File: src/core/stfm_pkg.sv
// constants and types shared by both ends of the fault monitor link
package stfm_pkg;

  localparam int unsigned CLK_MHZ            = 200;
  localparam int unsigned NUM_CH             = 5;
  // deglitch times in ns, typical figures
  localparam int unsigned OTS_DGL_NS         = 5000;
  localparam int unsigned UVOV_DGL_NS        = 3500;
  localparam int unsigned CP_DGL_NS          = 4000;
  localparam int unsigned OTS_DGL_CYC        = OTS_DGL_NS * CLK_MHZ / 1000;
  localparam int unsigned UVOV_DGL_CYC       = UVOV_DGL_NS * CLK_MHZ / 1000;
  localparam int unsigned CP_DGL_CYC         = CP_DGL_NS * CLK_MHZ / 1000;
  localparam int unsigned DGL_W              = 11;
  // autorestart interval in ms
  localparam int unsigned RETRY_MS           = 64;
  localparam int unsigned RETRY_CYC          = RETRY_MS * CLK_MHZ * 1000;
  localparam int unsigned RETRY_W            = 24;

  // quick status word layout
  localparam int unsigned QS_OTS_LSB         = 0;
  localparam int unsigned QS_PUMP            = 5;
  localparam int unsigned QS_GDF             = 6;
  localparam int unsigned QS_W               = 7;
  // channel status word layout
  localparam int unsigned CS_OTS             = 0;
  localparam int unsigned CS_GDF             = 1;
  localparam int unsigned CS_W               = 2;
  // device status word layout
  localparam int unsigned DS_LOW             = 0;
  localparam int unsigned DS_HIGH            = 1;
  localparam int unsigned DS_GDF             = 2;
  localparam int unsigned DS_W               = 3;

  typedef enum logic [1:0] {
    STFM_RD_QUICK  = 2'b00,
    STFM_RD_CHAN   = 2'b01,
    STFM_RD_DEVICE = 2'b10
  } stfm_rd_type;

  typedef enum logic [1:0] {
    STFM_PWR_UP  = 2'b00,
    STFM_RUN     = 2'b01,
    STFM_HOLD    = 2'b10
  } stfm_pwr_type;

endpackage

File: src/core/stfm_if.sv
// command and status link between controller and fault monitor
interface stfm_if
  import stfm_pkg::*;
(
  input wire logic clk_sys_i,
  input wire logic resetn_i
);
  logic                  on_wr;
  logic [NUM_CH-1:0]     on_bits;
  logic                  rd_req;
  stfm_rd_type           rd_sel;
  logic [2:0]            rd_ch;
  logic                  rd_ack;
  logic [QS_W-1:0]       rd_data;
  logic                  warn_threshold_select;

  modport dev (
    input  on_wr, on_bits, rd_req, rd_sel, rd_ch, warn_threshold_select,
    output rd_ack, rd_data
  );
  modport ctl (
    output on_wr, on_bits, rd_req, rd_sel, rd_ch, warn_threshold_select,
    input  rd_ack, rd_data
  );
endinterface

File: src/core/stfm_monitor.sv
// fault supervision: deglitch, output gating, latched flags, restart
module stfm_monitor
  import stfm_pkg::*;
#(
  parameter int unsigned RETRY_CYCLES = RETRY_CYC
) (
  // clock and reset
  input  wire logic              clk_sys_i,
  input  wire logic              resetn_i,
  // controller link
  stfm_if.dev                    link,
  // analog comparator inputs, asynchronous
  input  wire logic [NUM_CH-1:0] overtemp_raw_i,
  input  wire logic              supply_low_raw_i,
  input  wire logic              supply_high_raw_i,
  input  wire logic              load_dump_raw_i,
  input  wire logic              pump_bad_raw_i,
  // mode from the mode logic
  input  wire logic              fail_mode_i,
  input  wire logic              mode_change_i,
  // outputs
  output logic      [NUM_CH-1:0] out_en_o,
  output logic      [NUM_CH-1:0] inrush_current_window_o,
  output logic                   warn_low_threshold_o
);

  localparam int unsigned NSRC = NUM_CH + 4;
  localparam int unsigned SRC_LOW  = NUM_CH;
  localparam int unsigned SRC_HIGH = NUM_CH + 1;
  localparam int unsigned SRC_LD   = NUM_CH + 2;
  localparam int unsigned SRC_CP   = NUM_CH + 3;
  // pump reads bad out of reset, so outputs wait for clean samples
  localparam logic [NSRC-1:0] SYNC_RST = NSRC'(1) << SRC_CP;
  localparam logic [DGL_W-1:0] OTS_N  = DGL_W'(OTS_DGL_CYC);
  localparam logic [DGL_W-1:0] UVOV_N = DGL_W'(UVOV_DGL_CYC);
  localparam logic [DGL_W-1:0] CP_N   = DGL_W'(CP_DGL_CYC);

  logic [NSRC-1:0] raw;
  logic [NSRC-1:0] s1_r;
  logic [NSRC-1:0] s2_r;
  logic [NSRC-1:0] s3_r;
  logic [NSRC-1:0] lvl_r;
  logic [NSRC-1:0] flt;

  assign raw = {pump_bad_raw_i, load_dump_raw_i, supply_high_raw_i,
                supply_low_raw_i, overtemp_raw_i};

  // three stage sync; a change counts once stages two and three agree
  always_ff @(posedge clk_sys_i or negedge resetn_i) begin
    if (!resetn_i) begin
      s1_r  <= SYNC_RST;
      s2_r  <= SYNC_RST;
      s3_r  <= SYNC_RST;
      lvl_r <= SYNC_RST;
    end else begin
      s1_r <= raw;
      s2_r <= s1_r;
      s3_r <= s2_r;
      lvl_r <= (s2_r & s3_r) | (lvl_r & (s2_r | s3_r));
    end
  end

  // per source deglitch counters
  genvar g;
  generate
    for (g = 0; g < NSRC; g++) begin : g_dgl
      logic [DGL_W-1:0] cnt_r;
      logic             hit_r;
      logic [DGL_W-1:0] lim;
      assign lim = (g < NUM_CH) ? OTS_N : ((g == SRC_CP) ? CP_N : UVOV_N);
      always_ff @(posedge clk_sys_i or negedge resetn_i) begin
        if (!resetn_i) begin
          cnt_r <= '0;
          hit_r <= 1'b0;
        end else if (!lvl_r[g]) begin
          cnt_r <= '0;
          hit_r <= 1'b0;
        end else if (cnt_r >= lim - 1'b1) begin
          hit_r <= 1'b1;
        end else begin
          cnt_r <= cnt_r + 1'b1;
        end
      end
      assign flt[g] = hit_r;
    end
  endgenerate

  // power-up: pump has not yet settled once
  stfm_pwr_type pwr_r;
  logic         pump_ok;
  assign pump_ok = !lvl_r[SRC_CP];

  always_ff @(posedge clk_sys_i or negedge resetn_i) begin
    if (!resetn_i) begin
      pwr_r <= STFM_PWR_UP;
    end else begin
      case (pwr_r)
        STFM_PWR_UP: if (pump_ok) pwr_r <= STFM_RUN;
        STFM_RUN:    if (flt[SRC_CP]) pwr_r <= STFM_HOLD;
        STFM_HOLD:   if (pump_ok) pwr_r <= STFM_RUN;
        default:     pwr_r <= STFM_PWR_UP;
      endcase
    end
  end

  logic supply_fault;
  logic kill_all;
  assign supply_fault = flt[SRC_LOW] | flt[SRC_HIGH];
  assign kill_all = supply_fault | flt[SRC_LD] |
                    (pwr_r != STFM_RUN);

  // requested on bits, kept while outputs held off
  logic [NUM_CH-1:0] req_r;
  logic [NUM_CH-1:0] ots_lock_r;
  logic              uv_lock_r;
  logic [RETRY_W-1:0] retry_r;
  logic              retry_tick;

  assign retry_tick = (retry_r == RETRY_W'(RETRY_CYCLES - 1));

  always_ff @(posedge clk_sys_i or negedge resetn_i) begin
    if (!resetn_i) begin
      req_r <= '0;
    end else if (link.on_wr) begin
      req_r <= link.on_bits;
    end
  end

  // overtemp lockout per channel
  always_ff @(posedge clk_sys_i or negedge resetn_i) begin
    if (!resetn_i) begin
      ots_lock_r <= '0;
    end else begin
      for (int i = 0; i < NUM_CH; i++) begin
        if (flt[i]) begin
          ots_lock_r[i] <= 1'b1;
        end else if (fail_mode_i) begin
          if (mode_change_i && !lvl_r[i]) ots_lock_r[i] <= 1'b0;
        end else if (link.on_wr && link.on_bits[i] && !lvl_r[i]) begin
          ots_lock_r[i] <= 1'b0;
        end
      end
    end
  end

  // supply lockout and fail mode autorestart timer
  always_ff @(posedge clk_sys_i or negedge resetn_i) begin
    if (!resetn_i) begin
      uv_lock_r <= 1'b0;
      retry_r   <= '0;
    end else begin
      if (supply_fault) begin
        uv_lock_r <= 1'b1;
        retry_r   <= '0;
      end else if (uv_lock_r) begin
        if (fail_mode_i) begin
          retry_r <= retry_tick ? '0 : retry_r + 1'b1;
          if (retry_tick) uv_lock_r <= 1'b0;
        end else if (link.on_wr) begin
          uv_lock_r <= 1'b0;
        end
      end
    end
  end

  logic [NUM_CH-1:0] en_nxt;
  assign en_nxt = (kill_all || uv_lock_r) ? '0 :
                  (req_r & ~ots_lock_r & ~flt[NUM_CH-1:0]);

  // outputs and fresh inrush window on every off to on edge
  always_ff @(posedge clk_sys_i or negedge resetn_i) begin
    if (!resetn_i) begin
      out_en_o                <= '0;
      inrush_current_window_o <= '0;
      warn_low_threshold_o    <= 1'b0;
    end else begin
      out_en_o                <= en_nxt;
      inrush_current_window_o <= en_nxt & ~out_en_o;
      warn_low_threshold_o    <= link.warn_threshold_select;
    end
  end

  // latched flags: set wins over read clear
  logic [NUM_CH-1:0] ots_flag_r;
  logic              low_flag_r;
  logic              high_flag_r;
  logic              pump_flag_r;
  logic              gdf;
  logic              rd_q;
  logic              rd_c;
  logic              rd_d;
  assign rd_q = link.rd_req && link.rd_sel == STFM_RD_QUICK;
  assign rd_c = link.rd_req && link.rd_sel == STFM_RD_CHAN;
  assign rd_d = link.rd_req && link.rd_sel == STFM_RD_DEVICE;

  always_ff @(posedge clk_sys_i or negedge resetn_i) begin
    if (!resetn_i) begin
      ots_flag_r  <= '0;
      low_flag_r  <= 1'b0;
      high_flag_r <= 1'b0;
      pump_flag_r <= 1'b0;
    end else begin
      for (int i = 0; i < NUM_CH; i++) begin
        if (flt[i]) ots_flag_r[i] <= 1'b1;
        else if (rd_c && link.rd_ch == 3'(i) && !lvl_r[i])
          ots_flag_r[i] <= 1'b0;
      end
      if (flt[SRC_LOW]) low_flag_r <= 1'b1;
      else if (rd_d && !lvl_r[SRC_LOW]) low_flag_r <= 1'b0;
      if (flt[SRC_HIGH]) high_flag_r <= 1'b1;
      else if (rd_d && !lvl_r[SRC_HIGH]) high_flag_r <= 1'b0;
      if (flt[SRC_CP]) pump_flag_r <= 1'b1;
      else if (rd_q && !lvl_r[SRC_CP]) pump_flag_r <= 1'b0;
    end
  end

  assign gdf = low_flag_r | high_flag_r | pump_flag_r;

  // read answer one cycle after request, shows pre-clear value
  always_ff @(posedge clk_sys_i or negedge resetn_i) begin
    if (!resetn_i) begin
      link.rd_ack  <= 1'b0;
      link.rd_data <= '0;
    end else begin
      link.rd_ack  <= link.rd_req;
      link.rd_data <= '0;
      if (rd_q) begin
        link.rd_data[QS_OTS_LSB +: NUM_CH] <= ots_flag_r;
        link.rd_data[QS_PUMP] <= pump_flag_r;
        link.rd_data[QS_GDF]  <= gdf;
      end else if (rd_c) begin
        link.rd_data[CS_OTS] <= (link.rd_ch < 3'(NUM_CH)) ?
                                ots_flag_r[link.rd_ch] : 1'b0;
        link.rd_data[CS_GDF] <= gdf;
      end else if (rd_d) begin
        link.rd_data[DS_LOW]  <= low_flag_r;
        link.rd_data[DS_HIGH] <= high_flag_r;
        link.rd_data[DS_GDF]  <= gdf;
      end
    end
  end

endmodule

File: src/flat_wrapper.sv
// flat-port wrapper written by rule: the top's interface ports become plain ports
module stfm_monitor_flat import stfm_pkg::*;
#(
  parameter int unsigned RETRY_CYCLES = RETRY_CYC
)
  (clk_sys_i, resetn_i, overtemp_raw_i, supply_low_raw_i, supply_high_raw_i, load_dump_raw_i, pump_bad_raw_i, fail_mode_i, mode_change_i, out_en_o, inrush_current_window_o, warn_low_threshold_o, link_on_wr, link_on_bits, link_rd_req, link_rd_sel, link_rd_ch, link_warn_threshold_select, link_rd_ack, link_rd_data);
  stfm_if link_i (.clk_sys_i(clk_sys_i), .resetn_i(resetn_i));
  input  wire logic clk_sys_i;
  input  wire logic resetn_i;
  input  wire logic [NUM_CH-1:0] overtemp_raw_i;
  input  wire logic supply_low_raw_i;
  input  wire logic supply_high_raw_i;
  input  wire logic load_dump_raw_i;
  input  wire logic pump_bad_raw_i;
  input  wire logic fail_mode_i;
  input  wire logic mode_change_i;
  output logic      [NUM_CH-1:0] out_en_o;
  output logic      [NUM_CH-1:0] inrush_current_window_o;
  output logic warn_low_threshold_o;
  input wire logic [$bits(link_i.on_wr)-1:0] link_on_wr;
  input wire logic [$bits(link_i.on_bits)-1:0] link_on_bits;
  input wire logic [$bits(link_i.rd_req)-1:0] link_rd_req;
  input wire logic [$bits(link_i.rd_sel)-1:0] link_rd_sel;
  input wire logic [$bits(link_i.rd_ch)-1:0] link_rd_ch;
  input wire logic [$bits(link_i.warn_threshold_select)-1:0] link_warn_threshold_select;
  output wire logic [$bits(link_i.rd_ack)-1:0] link_rd_ack;
  output wire logic [$bits(link_i.rd_data)-1:0] link_rd_data;
  assign link_i.on_wr = link_on_wr;
  assign link_i.on_bits = link_on_bits;
  assign link_i.rd_req = link_rd_req;
  assign link_i.rd_sel = link_rd_sel;
  assign link_i.rd_ch = link_rd_ch;
  assign link_i.warn_threshold_select = link_warn_threshold_select;
  assign link_rd_ack = link_i.rd_ack;
  assign link_rd_data = link_i.rd_data;
  stfm_monitor #(.RETRY_CYCLES(RETRY_CYCLES)) u_core (.clk_sys_i(clk_sys_i), .resetn_i(resetn_i), .link(link_i), .overtemp_raw_i(overtemp_raw_i), .supply_low_raw_i(supply_low_raw_i), .supply_high_raw_i(supply_high_raw_i), .load_dump_raw_i(load_dump_raw_i), .pump_bad_raw_i(pump_bad_raw_i), .fail_mode_i(fail_mode_i), .mode_change_i(mode_change_i), .out_en_o(out_en_o), .inrush_current_window_o(inrush_current_window_o), .warn_low_threshold_o(warn_low_threshold_o));
endmodule
File: config.mk
export PLATFORM = sky130hd
export DESIGN_NAME = stfm_monitor_flat
export DESIGN_NICKNAME = d
export VERILOG_FILES = /design/src/core/stfm_pkg.sv /design/src/core/stfm_if.sv /design/src/core/stfm_monitor.sv /design/src/flat_wrapper.sv
export SDC_FILE = /design/constraint.sdc
export NUM_CORES = 1
export LEC_CHECK = 0
export BUFFER_PORTS_ARGS = -buffer_cell sky130_fd_sc_hd__buf_2
export CAP_MARGIN = 10
export CORE_ASPECT_RATIO = 0.9
export CORE_UTILIZATION = 62
export DETAILED_ROUTE_END_ITERATION = 16
export PLACE_DENSITY = 0.8
export SETUP_SLACK_MARGIN = 0.05
export SYNTH_ARGS = -nofsm -noshare
export SYNTH_HDL_FRONTEND = slang
export SYNTH_SLANG_ARGS = --single-unit
File: constraint.sdc
create_clock -name clk_sys_i -period 2.1 [get_ports clk_sys_i]
set_input_delay 0.105 -clock clk_sys_i [delete_from_list [all_inputs] [get_ports clk_sys_i]]
set_output_delay 0.105 -clock clk_sys_i [all_outputs]
set_load 0.1 [all_outputs]
==> results.ini <==
[outcome]
outcome = complete, no violations

[setup_path]
end_kind = flip-flop
cpLargestDelayFamily = compound AO/OA/AOI/OAI gates
cp.arrival_ns = 2.36
cp_num_buf_inv = 0
worstPathRequired_ns = 2.53
critical_path_class = flip-flop to flip-flop
critPathMaxFanout = 6
crit_chain = ha_1 > a211oi_1 > o21ai_0 > a2111oi_2 > mux2i_1
slowest_delay_ns = 0.43
critical_path_depth = 5
reg2regPathDepth = 5
start_kind = flip-flop
crit_slowest_cell = dfrtp_1

[drt]
drt.antenna.violating_nets = 0
wl_per_cell_um = 16.8
drt_iter0_drc = 534
dr.pass1.iters = 7
vias_per_cell = 6.10
drt-total-wl_mm = 20.9
vias = 7557
drc = 0

[timing]
setup_tns_ns = 0
slew_headroom_pct = 53.9
final_hold_viol_count = 0
fmax_mhz = 517
fin_worst_skew_ns = 0.0165
fin_crit_ns = 1.93
setup_viol = 0
whs_ns = 0.0807
fin_crit_sh_pct = 92.0
worst_slew_pin_slew_ns = 0.675
drv_slew = 0
rsz0062_at_grt = false

[floorplanning]
coreArea_sq_mm = 0.0154
die_height_um = 122
boundaryPins = 45
die-area_sq_mm = 0.0164
die_x_um = 135
std_cell_rows = 43
start_util_pct = 63.8

[worst_hold_path]
min-delay-path-class = primary input to flip-flop
worstHoldPathCells = 4

[power]
ir_drop_mv = 0.714
leakagePower_nw = 5.09
p_total_w = 0.00925
powerDensity_mw_per_mm2 = 805

[clock_network]
cts_tree = yes
cts.clk_slew.worst_paths_ns = 0.06
clk_path_buf_depth = 3
clk_latency_ns = 0.51
h-tree-depth = 1
cts_setup_buffers = 0
cts_made_buffers = 22
clock-sinks = 208
root_buffer = clkbuf_16

[global_routing]
grt_pass1_vias = 7234
grt_first_pass_wirelength_mm = 35.4
antenna_found_initial = 0
grt_util_all_layers_pct = 26.7
grt_max_degree = 80
grt_overflow = 0

[synth]
synthArstFlopShare_pct = 100
ys_types = 66
synth-main-ff-cell = dfrtp_1
syn_area_per_cell_sq_um = 10.6
yosysWarnings = 0
synth_area_sq_mm = 0.00985
synth_nets = 969
ys_seq_area_share_pct = 52.9
ys_seq_elements = 208
synth_enable_flop_cells = 0
synth_cells = 933

[finish]
layout_commonest_cell = dfrtp_1
layout.cells.non_filler = 1239
drive_gt1_share_pct = 12.3
final_cell_mix = dfrtp_1, nand2_1, nor2_1
n_antenna_cell = 0
fin_util_pct = 74.4
layout.nets = 1057
area_growth_pct = 16.7

[placed_design]
port_buffers = 44
dp_hpwl_mm = 13.7
place_congestion = 0.871
placed_cells = 1167

[job]
cap_violations = 0

==> layer usage <==
metal	vias up	GRT usage, %	wire, um
met4	0	7.09	450
li1	3598	-	-
met2	212	41.8	9820
met5	-	0	0
met3	48	4.29	1010
met1	3699	39.0	9580
==> state kept, by name, summed over array words and instances (netlist names), 5 cells and up <==
name,flops
u_core.out_en_o,5
u_core.req_r,5
u_core.s1_r,9
u_core.ots_lock_r,5
u_core.inrush_current_window_o,5
u_core.lvl_r,9
u_core.retry_r,24
u_core.ots_flag_r,5
u_core.g_dgl.hit_r,9
u_core.s3_r,9
u_core.link.rd_data,7
u_core.s2_r,9
u_core.g_dgl.cnt_r,99
==> per-stage QoR <==
stage	setup WS, ns	instance area, sq um
after CTS	0.0682	11500
after global routing	0.0687	11500
after detailed placement	0.104	10400
final	0.167	11500
after floorplan	0.284	9850
after global placement	0.182	10400
==> final timing paths <==
kind                                               start                        to  slack, ns
worst max-delay path            u_core.g_dgl[7].cnt_r[0]  u_core.g_dgl[7].cnt_r[5]       0.17
worst min register to register            u_core.s1_r[6]            u_core.s2_r[6]       0.34
worst max register to register  u_core.g_dgl[7].cnt_r[0]  u_core.g_dgl[7].cnt_r[5]       0.17
max in group asynchronous                       resetn_i         u_core.retry_r[0]       1.16
min in group asynchronous                       resetn_i  u_core.g_dgl[6].cnt_r[9]       0.18
worst min-delay path                          link_on_wr          u_core.uv_lock_r       0.08
==> synth_stat cells (all sizes together), types with 5 or more instances <==
cell type,n,area (sq um)
dfrtp,204,5100
nand2,87,327
nor2,54,203
a21oi,34,170
inv,34,128
nand2b,32,200
nand3,31,155
o21ai,31,155
mux2i,28,280
and2,27,169
clkbuf,27,101
o21a,24,180
a211oi,23,173
nand4,22,138
xnor2,21,184
nor3,20,100
nor4,18,173
a21o,13,97.6
and4,13,114
a2111oi,11,109
nor2b,11,68.8
xor2,11,96.3
and3,10,62.6
ha,10,125
maj3,9,90.1
o211ai,8,60.1
nor3b,7,52.6
nor4b,7,67.6
o31ai,7,52.6
or3,7,43.8
or4,7,56.3
a211o,6,52.6
nand4b,6,52.6
a21boi,5,37.5
a31oi,5,31.3
nand3b,5,37.5
==> final cells by class <==
class	count	area, sq um
multi-input cells	658	4410
clock inverters	8	110
flip-flops and latches	208	5210
well taps	202	253
clock buffers	32	658
repair buffers	95	718
fillers	1028	3950
inverters	36	135
==> timing repair <==
item                                    in CTS  in global routing
hold endpoints to repair                    99                  0
endpoints found under the setup margin       0                 10
hold buffers                                32                  0
gates resized for setup                      0                 11
==> worst min-delay path: cells and delay by family <==
family,cells,cell delay (ns)
AOI/OAI and AO/OA,2,0.21
buffers and inverters,2,0.24
==> cell families after synthesis <==
family,share of synthesized area (%)
compound gates,14.9
xor+xnor,2.85
fa+ha+maj,2.19
buf+inv,2.73
flops,52.9
mux,3.07
simple gates,21.4
==> power breakdown <==
| group | total (W) | leakage, nW | internal, W | switching, W |
|---|---|---|---|---|
| registers | 0.00441 | 2.72 | 0.00418 | 0.000226 |
| logic | 0.000836 | 1.99 | 0.000311 | 0.000525 |
| clock network | 0.00401 | 0.372 | 0.00243 | 0.00158 |
(Power assumes the default switching activity.)
